<file path="src/common/irqrc_defs.vh">
// register offsets, field positions, reset values and masks of the irq routing bank
`ifndef IRQRC_DEFS_VH
`define IRQRC_DEFS_VH

// configuration index values of the four registers
`define IRQRC_IDX_SERIAL_IRQ   8'h28
`define IRQRC_IDX_PIN_MODE     8'h29
`define IRQRC_IDX_SECOND_IRQ   8'h2A
`define IRQRC_IDX_FIR_BASE     8'h2B

// power-on reset values
`define IRQRC_RST_SERIAL_IRQ   8'h00
`define IRQRC_RST_PIN_MODE     8'h80
`define IRQRC_RST_SECOND_IRQ   8'h00
`define IRQRC_RST_FIR_BASE     8'h00

// writable bits of each register
`define IRQRC_WMASK_SERIAL_IRQ 8'hFF
`define IRQRC_WMASK_PIN_MODE   8'hDF
`define IRQRC_WMASK_SECOND_IRQ 8'h0F
`define IRQRC_WMASK_FIR_BASE   8'hFF

// field positions
`define IRQRC_SP1_IRQ_HI       7
`define IRQRC_SP1_IRQ_LO       4
`define IRQRC_SP2_IRQ_HI       3
`define IRQRC_SP2_IRQ_LO       0
`define IRQRC_PIN_IRQ_HI       3
`define IRQRC_PIN_IRQ_LO       0
`define IRQRC_RX_SRC_BIT       4
`define IRQRC_SIRQ_EN_BIT      7

// fast ir address decode
`define IRQRC_FIR_UPPER_HI     15
`define IRQRC_FIR_UPPER_LO     11
`define IRQRC_FIR_BASE_HI      10
`define IRQRC_FIR_BASE_LO      3
`define IRQRC_FIR_HIGH3_HI     7
`define IRQRC_FIR_HIGH3_LO     5

`endif

</file>
<file path="src/core/irqrc_regs.v">
// irq routing and fast ir placement configuration registers
`timescale 1ns/1ps
`default_nettype none
`include "irqrc_defs.vh"
// Notes on behaviour
// - serial irq select and pin irq/mode registers answer only in configuration state with their index loaded.
// - second input irq and fast ir base registers answer only in configuration state with their index loaded.
// - upper nibble of serial irq select routes port one, lower nibble routes port two.
// - every irq line that no field selects is left undriven.
// - each port's irq is driven only when its modem output-two gate is 1, then with the irq level.
// - first external irq input goes to the irq number in bits 3:0 of the pin irq/mode register.
// - bit 4 of the pin irq/mode register picks the normal infrared path at 0, the third receive input at 1.
// - bit 5 of the pin irq/mode register ignores writes and reads zero.
// - bit 7 of the pin irq/mode register enables serial irq and clock run, and resets to 1.
// - second external irq input goes to bits 3:0 of its register, whose bits 7:4 read zero.
// - fast ir base register supplies address bits 10:3 of the engine base.
// - fast ir decode is off while base bits 10:8 are all zero.
// - a fast ir access is claimed when address bits 15:11 are zero and 10:3 match the base.
// - on power-on reset the pin irq/mode register loads 0x80 and the others load 0x00.
module irqrc_regs #(
	parameter IRQ_LINES = 16
) (
	input  wire                 clock_i,
	input  wire                 arst_n_i,
	input  wire                 config_state_i,
	input  wire [7:0]           configuration_index_i,
	input  wire                 cfg_wr_i,
	input  wire                 cfg_rd_i,
	input  wire [7:0]           cfg_wdata_i,
	output reg  [7:0]           cfg_rdata_o,
	output wire                 cfg_hit_o,
	input  wire [15:0]          io_addr_i,
	output wire                 fast_ir_engine_sel_o,
	output wire [2:0]           fast_ir_engine_reg_o,
	input  wire                 uart1_irq_i,
	input  wire                 uart2_irq_i,
	input  wire                 uart1_modem_output_two_gate_i,
	input  wire                 uart2_modem_output_two_gate_i,
	input  wire                 first_external_irq_input_i,
	input  wire                 second_external_irq_input_i,
	input  wire                 normal_infrared_path_i,
	input  wire                 third_infrared_receive_input_i,
	output wire                 ir_receive_data_o,
	output wire                 ir_receive_source_select_o,
	output wire                 serial_irq_clock_run_enable_o,
	output wire [IRQ_LINES-1:0] irq_o,
	output wire [IRQ_LINES-1:0] irq_oe_o
);

	////////////////////////////////////////////////////////////////////
	// register storage

	reg  [7:0] serial_port_irq_select_reg;
	reg  [7:0] input_pin_irq_and_mode_reg;
	reg  [7:0] second_input_irq_select_reg;
	reg  [7:0] fast_ir_base_address_reg;

	// index decode, shared by reads and writes
	function idx_hit;
		input [7:0] idx;
		input [7:0] value;
		begin
			idx_hit = (idx == value);
		end
	endfunction

	wire sel_serial = config_state_i &
		idx_hit(configuration_index_i, `IRQRC_IDX_SERIAL_IRQ);
	wire sel_pin    = config_state_i &
		idx_hit(configuration_index_i, `IRQRC_IDX_PIN_MODE);
	wire sel_second = config_state_i &
		idx_hit(configuration_index_i, `IRQRC_IDX_SECOND_IRQ);
	wire sel_base   = config_state_i &
		idx_hit(configuration_index_i, `IRQRC_IDX_FIR_BASE);

	assign cfg_hit_o = sel_serial | sel_pin | sel_second | sel_base;

	// writes; masked bits keep their reset value so reserved bits stay zero
	always @(posedge clock_i or negedge arst_n_i) begin
		if (!arst_n_i) begin
			serial_port_irq_select_reg  <= `IRQRC_RST_SERIAL_IRQ;
			input_pin_irq_and_mode_reg  <= `IRQRC_RST_PIN_MODE;
			second_input_irq_select_reg <= `IRQRC_RST_SECOND_IRQ;
			fast_ir_base_address_reg    <= `IRQRC_RST_FIR_BASE;
		end else if (cfg_wr_i) begin
			if (sel_serial) begin
				serial_port_irq_select_reg <=
					cfg_wdata_i & `IRQRC_WMASK_SERIAL_IRQ;
			end
			if (sel_pin) begin
				input_pin_irq_and_mode_reg <=
					cfg_wdata_i & `IRQRC_WMASK_PIN_MODE;
			end
			if (sel_second) begin
				second_input_irq_select_reg <=
					cfg_wdata_i & `IRQRC_WMASK_SECOND_IRQ;
			end
			if (sel_base) begin
				fast_ir_base_address_reg <=
					cfg_wdata_i & `IRQRC_WMASK_FIR_BASE;
			end
		end
	end

	////////////////////////////////////////////////////////////////////
	// read data, registered so the host sees it the cycle after the strobe

	always @(posedge clock_i or negedge arst_n_i) begin
		if (!arst_n_i) begin
			cfg_rdata_o <= 8'h00;
		end else if (cfg_rd_i) begin
			if (sel_serial) begin
				cfg_rdata_o <= serial_port_irq_select_reg;
			end else if (sel_pin) begin
				cfg_rdata_o <= input_pin_irq_and_mode_reg;
			end else if (sel_second) begin
				cfg_rdata_o <= second_input_irq_select_reg;
			end else if (sel_base) begin
				cfg_rdata_o <= fast_ir_base_address_reg;
			end else begin
				cfg_rdata_o <= 8'h00;
			end
		end
	end

	////////////////////////////////////////////////////////////////////
	// mode bits

	assign ir_receive_source_select_o =
		input_pin_irq_and_mode_reg[`IRQRC_RX_SRC_BIT];
	assign ir_receive_data_o = ir_receive_source_select_o ?
		third_infrared_receive_input_i : normal_infrared_path_i;
	assign serial_irq_clock_run_enable_o =
		input_pin_irq_and_mode_reg[`IRQRC_SIRQ_EN_BIT];

	////////////////////////////////////////////////////////////////////
	// fast ir engine address decode

	wire [7:0] fir_base = fast_ir_base_address_reg;
	wire       fir_enabled =
		|fir_base[`IRQRC_FIR_HIGH3_HI:`IRQRC_FIR_HIGH3_LO];
	wire       upper_zero =
		~|io_addr_i[`IRQRC_FIR_UPPER_HI:`IRQRC_FIR_UPPER_LO];
	wire       base_match =
		(io_addr_i[`IRQRC_FIR_BASE_HI:`IRQRC_FIR_BASE_LO] == fir_base);

	// low three address bits pick the register and are left out of the match
	assign fast_ir_engine_sel_o = fir_enabled & upper_zero & base_match;
	assign fast_ir_engine_reg_o = io_addr_i[2:0];

	////////////////////////////////////////////////////////////////////
	// irq routing; external pins pass two flops before use

	reg  [1:0] ext1_sync;
	reg  [1:0] ext2_sync;

	always @(posedge clock_i or negedge arst_n_i) begin
		if (!arst_n_i) begin
			ext1_sync <= 2'b00;
			ext2_sync <= 2'b00;
		end else begin
			ext1_sync <= {ext1_sync[0], first_external_irq_input_i};
			ext2_sync <= {ext2_sync[0], second_external_irq_input_i};
		end
	end

	wire [3:0] sp1_num =
		serial_port_irq_select_reg[`IRQRC_SP1_IRQ_HI:`IRQRC_SP1_IRQ_LO];
	wire [3:0] sp2_num =
		serial_port_irq_select_reg[`IRQRC_SP2_IRQ_HI:`IRQRC_SP2_IRQ_LO];
	wire [3:0] in1_num =
		input_pin_irq_and_mode_reg[`IRQRC_PIN_IRQ_HI:`IRQRC_PIN_IRQ_LO];
	wire [3:0] in2_num =
		second_input_irq_select_reg[`IRQRC_PIN_IRQ_HI:`IRQRC_PIN_IRQ_LO];

	// a port drives only when its output-two gate is set
	wire sp1_drive = uart1_modem_output_two_gate_i;
	wire sp2_drive = uart2_modem_output_two_gate_i;

	// line 0 stands for no irq, so it never drives
	genvar n;
	generate
		for (n = 0; n < IRQ_LINES; n = n + 1) begin : g_line
			wire hit1 = (n != 0) && (sp1_num == n) && sp1_drive;
			wire hit2 = (n != 0) && (sp2_num == n) && sp2_drive;
			wire hit3 = (n != 0) && (in1_num == n);
			wire hit4 = (n != 0) && (in2_num == n);
			// shared numbers are software's fault; the lowest source wins
			assign irq_oe_o[n] = hit1 | hit2 | hit3 | hit4;
			assign irq_o[n] = hit1 ? uart1_irq_i :
				hit2 ? uart2_irq_i :
				hit3 ? ext1_sync[1] :
				hit4 ? ext2_sync[1] : 1'b0;
		end
	endgenerate

endmodule // irqrc_regs
`default_nettype wire

</file>
<file path="config.mk">
export PLATFORM = sky130hd
export DESIGN_NAME = irqrc_regs
export DESIGN_NICKNAME = d
export VERILOG_FILES = /design/src/core/irqrc_regs.v
export VERILOG_INCLUDE_DIRS = /design/src /design/src/common
export SDC_FILE = /design/constraint.sdc
export NUM_CORES = 1
export LEC_CHECK = 0
export ABC_AREA = 1
export BUFFER_PORTS_ARGS = -buffer_cell sky130_fd_sc_hd__buf_2
export CELL_PAD_IN_SITES_DETAIL_PLACEMENT = 0
export CELL_PAD_IN_SITES_GLOBAL_PLACEMENT = 1
export CORE_ASPECT_RATIO = 1.25
export CORE_MARGIN = 1.5
export CORE_UTILIZATION = 30
export CTS_BUF_LIST = sky130_fd_sc_hd__clkbuf_8
export CTS_CLUSTER_SIZE = 8
export DETAILED_ROUTE_END_ITERATION = 10
export PLACE_DENSITY_LB_ADDON = 0.1
export SLEW_MARGIN = 15
export SYNTH_ARGS = -nofsm -noshare
export SYNTH_HDL_FRONTEND = slang
export SYNTH_SLANG_ARGS = --single-unit
</file>
<file path="constraint.sdc">
create_clock -name clock_i -period 1.3 [get_ports clock_i]
set_input_delay 0.065 -clock clock_i [delete_from_list [all_inputs] [get_ports clock_i]]
set_output_delay 0.065 -clock clock_i [all_outputs]
set_load 0.01 [all_outputs]
</file>
* Word-level counts from Yosys, hierarchy flattened *
Cells that the tools add are included.
W data, S select, Z words.

storage, ports and cells
  flip-flop bits (word level) = 39
  bits of input ports = 45
  output and inout port bits = 48
  word-level logic and storage cells = 228

cells by class
  equal/unequal tests = 65
  muxes and demuxes = 65
  bitwise logic cells = 54
  reduce and logical (&&, ||, !) cells = 37

operators by type and width
  operator              number
  $eq A4 B4 Y1 const B  32
  $eq A4 B3 Y1 const B  16
  $mux W1               61
  $or A1 B1 Y1          48
  $eq A4 B2 Y1 const B  8
  $eq A8 B6 Y1 const B  4
  $mux W8               4
  $logic_and A1 B1 Y1   30
  $eq A4 B1 Y1 const B  4
  $eq A8 B8 Y1          1
  $reduce_and A2 Y1     4
  $and A1 B1 Y1         6
  $reduce_or A5 Y1      1
  $reduce_or A3 Y1      1
  $logic_not A1 Y1      1

* Longest topological paths before layout *
  depth in word-level cells = 6
  depth in mapped cells = 9
  mapped depth without buffers = 9

* Least setup slack after synthesis *
No wires, ideal clock.

  kind = reg-to-output
  from = register serial_port_irq_select_reg[2]
  to = output irq_o[4]
  data arrival time = 1188 ps
  setup slack = 47 ps
  stages on the path, launching flop included = 7
  path buffers = 0
  path through = dfrtp_1 > inv_2 > nor3_4 > nand2_1 > o21ai_1 > inv_1 > a21oi_1

on the way
  word-level cells in the longest chain between the ends = 4

ends and longest elaborated chain
  item                    RTL line          RTL
  from (decl)             irqrc_regs.v:53   reg [7:0] serial_port_irq_select_reg;
  from (signal assigned)  irqrc_regs.v:81   serial_port_irq_select_reg <= `IRQRC_RST_SERIAL_IRQ;
  from (signal assigned)  irqrc_regs.v:87   serial_port_irq_select_reg <=
  $eq A4 B3 Y1            irqrc_regs.v:185  wire hit2 = (n != 0) && (sp2_num == n) && sp2_drive;
  $logic_and A1 B1 Y1     irqrc_regs.v:185
  $mux W1                 irqrc_regs.v:191  hit2 ? uart2_irq_i :
  $mux W1                 irqrc_regs.v:190  assign irq_o[n] = hit1 ? uart1_irq_i :
  to (decl)               irqrc_regs.v:46   output wire [IRQ_LINES-1:0] irq_o,

No other way between the ends.

* Final worst setup path *
  from = register input_pin_irq_and_mode_reg[1]
  to = output irq_o[13]

on the way
  word-level cells in the longest chain between the ends = 4

ends and longest elaborated chain
  item                    RTL line          RTL
  from (decl)             irqrc_regs.v:54   reg [7:0] input_pin_irq_and_mode_reg;
  from (signal assigned)  irqrc_regs.v:82   input_pin_irq_and_mode_reg <= `IRQRC_RST_PIN_MODE;
  from (signal assigned)  irqrc_regs.v:91   input_pin_irq_and_mode_reg <=
  $eq A4 B4 Y1            irqrc_regs.v:186  wire hit3 = (n != 0) && (in1_num == n);
  $mux W1                 irqrc_regs.v:192  hit3 ? ext1_sync[1] :
  $mux W1                 irqrc_regs.v:191
  $mux W1                 irqrc_regs.v:190

No other way between the ends.

==> impl_metrics.ini <==
[status]
outcome = complete, but fails checks
violated_checks = setup timing

[power]
leakage_nw = 2.94
irDropWorstVdd_mv = 0.471
power-per-cell-area_nw_per_um2 = 589

[routing]
wl_per_cell_um = 15.1
first_pass_iters = 4
drt-vias-per-instance = 4.78
drtAntennaViolNets = 0
post-route-drc-count = 0
detailroute.via_count = 4101
wl_mm = 13.0
first_iter_violations = 105

[die]
initial_core_utilization_pct = 31.2
die_outline_area_um2 = 11200
pin_count = 93
die_h_um = 118
core.rowCount = 41
core_um2 = 10200
width_of_the_chip_um = 95.1

[layout]
num-nets-final = 773
area.sequential_um2 = 991
multi_input_logic_area_um2 = 2540
drive_gt1_share_pct = 57.1
fill_cells = 999
syn2layout_area_growth_pct = 82.4
insertedDiodeCount = 0

[global_route]
grt_max_degree = 40
first_pass_grt_wire_length_mm = 20.4
grt-ovfl-total = 0
first_global_vias = 4055
grt_use_total_pct = 23.7
grt_antenna_before_repair = 0

[cts]
tritoncts = built
cts.path.max_buffers = 2
cts-buffers-inserted = 5
cts.clk_slew.worst_paths_ps = 80
ctsRootBufferMaster = clkbuf_8
h-tree-depth = 2
clock_sinks = 39
latest_clock_arrival_within_the_worst_skew_pair_ps = 300

[synth]
netlist-cell-type-count = 39
synth_top_flop_cell = dfrtp_1
netlist_area_um2 = 3180
gate_count_after_technology_mapping = 497
syn-mean-instance-area_um2 = 6.40
yosys_register_bits = 39
synth-warning-count = 0
synth_edf_count = 0
synth_seq_area_share_pct = 30.7
async_flop_share_pct = 100

[sta]
final_period_minus_worst_setup_slack_ps = 1760
clock_skew_after_layout_ps = 4.00
final_critical_path_setup_slack_ps = -460
post-route-period-util_pct = 135
final_max_tran_viols = 0
rsz0062_at_grt = yes
finalSetupViolCount = 31
total_neg_setup_slack_ps = -10820
count_of_final_hold_check_violations = 0
fmax_mhz = 568

[worst_setup_path]
critPathMaxFanout = 6
crit_required_ps = 1240
crit_type = reg -> out
crit_arrival_ps = 1700
cp-start-kind = flop
setup.worst_path.end_class = output pin

[placed_design]
place.port_buffers = 84
detailedPlacementHpwl_mm = 9.98
dpl_worst_slack_ps = -170
finalWeightedCongestion = 0.899

[flow_run]
max_cap_viol_count = 0

[worst_hold_path]
worst_min_delay_path_class = in -> reg
[cell families after synthesis]
| family | count (synthesis) | synth area share, % |
|---|---|---|
| compound gates | 80 | 15.3 |
| xor+xnor | 4 | 1.10 |
| buf+inv | 74 | 10.3 |
| flops | 39 | 30.7 |
| other cells | 1 | 0.118 |
| simple gates | 299 | 42.5 |
[path summary, 6_finish.rpt]
| check | to | slack, ps | startpoint | cells after the start |
|---|---|---|---|---|
| max | irq_o[13] | -460 | input_pin_irq_and_mode_reg[1] | 9 |
| min | input_pin_irq_and_mode_reg[6] | 40 | cfg_wdata_i[6] | 3 |
| max reg2reg | cfg_rdata_o[0] | 40 | input_pin_irq_and_mode_reg[0] | 6 |
| min reg2reg | ext2_sync[1] | 360 | ext2_sync[0] | 0 |
| max in group asynchronous | input_pin_irq_and_mode_reg[7] | 770 | arst_n_i | 3 |
| min in group asynchronous | cfg_rdata_o[0] | 250 | arst_n_i | 3 |
[stage by stage]
| stage | instance area [um^2] | hold slack [ps] | util (%) | power, W | std cells |
|---|---|---|---|---|---|
| final | 5810 | 36.8 | 56.9 | 0.00342 | 858 |
| after global routing | 5810 | 47.8 | 56.9 | 0.00358 | 858 |
| after CTS | 5400 | 22.9 | 52.9 | 0.00335 | 843 |
| after detailed placement | 4490 | 57.7 | 44.0 | 0.00212 | 805 |
| after global placement | 4490 | 49.2 | 44.0 | 0.00212 | 805 |
| after floorplan | 3190 | -231 | - | 0.00166 | 498 |
[where the power goes]
| group | switching [W] | internal, W |
|---|---|---|
| clock network | 0.000440 | 0.000559 |
| logic | 0.000594 | 0.000500 |
| registers | 0.0000618 | 0.00126 |
| total | 0.00110 | 0.00232 |
[layer usage]
layer	wire length, um	global-route usage [%]
met1	5230	26.8
met2	6950	43.7
met3	341	1.93
met4	432	10.4
met5	0	0
[placed cells by master, fill, tap and decap left out, types with 2 or more instances in the layout]
cell type | Yosys | layout
buf_4 | 7 | 111
nand2_1 | 128 | 92
buf_2 | 2 | 79
nor2_1 | 80 | 53
buf_6 | 3 | 41
inv_1 | 52 | 32
nand3_1 | 53 | 32
dfrtp_1 | 38 | 27
inv_2 | 6 | 26
o21ai_1 | 16 | 23
nand2_2 | 4 | 22
nand3_2 | 1 | 18
nor2_4 | 2 | 18
nor2_2 | 6 | 17
nand2_4 | 1 | 15
o21ai_0 | 27 | 15
dfrtp_2 | 0 | 11
a21oi_2 | 6 | 10
nand4_1 | 8 | 8
o2111ai_2 | 0 | 7
nor3_2 | 1 | 6
nor3_4 | 3 | 6
nand3_4 | 1 | 5
o21ai_2 | 0 | 5
clkbuf_8 | 0 | 5
dlygate4sd3_1 | 0 | 5
nand2_8 | 0 | 4
a21oi_1 | 8 | 4
xnor2_1 | 4 | 4
a31oi_1 | 5 | 4
o2111ai_1 | 10 | 3
inv_4 | 0 | 2
o211ai_1 | 2 | 2
conb_1 | 1 | 2
buf_12 | 0 | 2
[synth_stat cells (5+ instances only)]
cell / n / share of area (%)
a21oi_1: 8 / 1.3
a21oi_2: 6 / 1.7
a31oi_1: 5 / 0.98
buf_4: 7 / 1.7
dfrtp_1: 38 / 30
inv_1: 52 / 6.1
inv_2: 6 / 0.71
nand2_1: 128 / 15
nand3_1: 53 / 8.3
nand4_1: 8 / 1.6
nor2_1: 80 / 9.4
nor2_2: 6 / 1.2
nor3_1: 9 / 1.4
o2111ai_1: 10 / 2.8
o21ai_0: 27 / 4.2
o21ai_1: 16 / 2.5
[what timing repair did]
action | 4_1_cts | 5_1_grt
buffers inserted | 25 | 24
hold buffers | 5 | 0
gates resized for setup | 165 | 87
hold endpoints to repair | 43 | 0
pin swaps | 32 | 39
endpoints found under the setup margin | 31 | 35
[cell type report]
type	count	area share, %
repair buffers	238	30.7
clock inverters	3	0.646
flip-flops and latches	39	17.1
inverters	59	3.90
clock buffers	5	1.19
well taps	129	2.78
multi-input cells	385	43.8
[worst max-delay path, stage by stage, from the launching register on]
cell and delay, ps:
dfrtp_2 480, buf_6 150, nor2_4 80, buf_6 140, buf_12 100, nand2_4 50, o21ai_2 100, nand2_1 50
a21oi_1 110, buf_2 140
No activity file was read; power rests on OpenSTA's default activity.
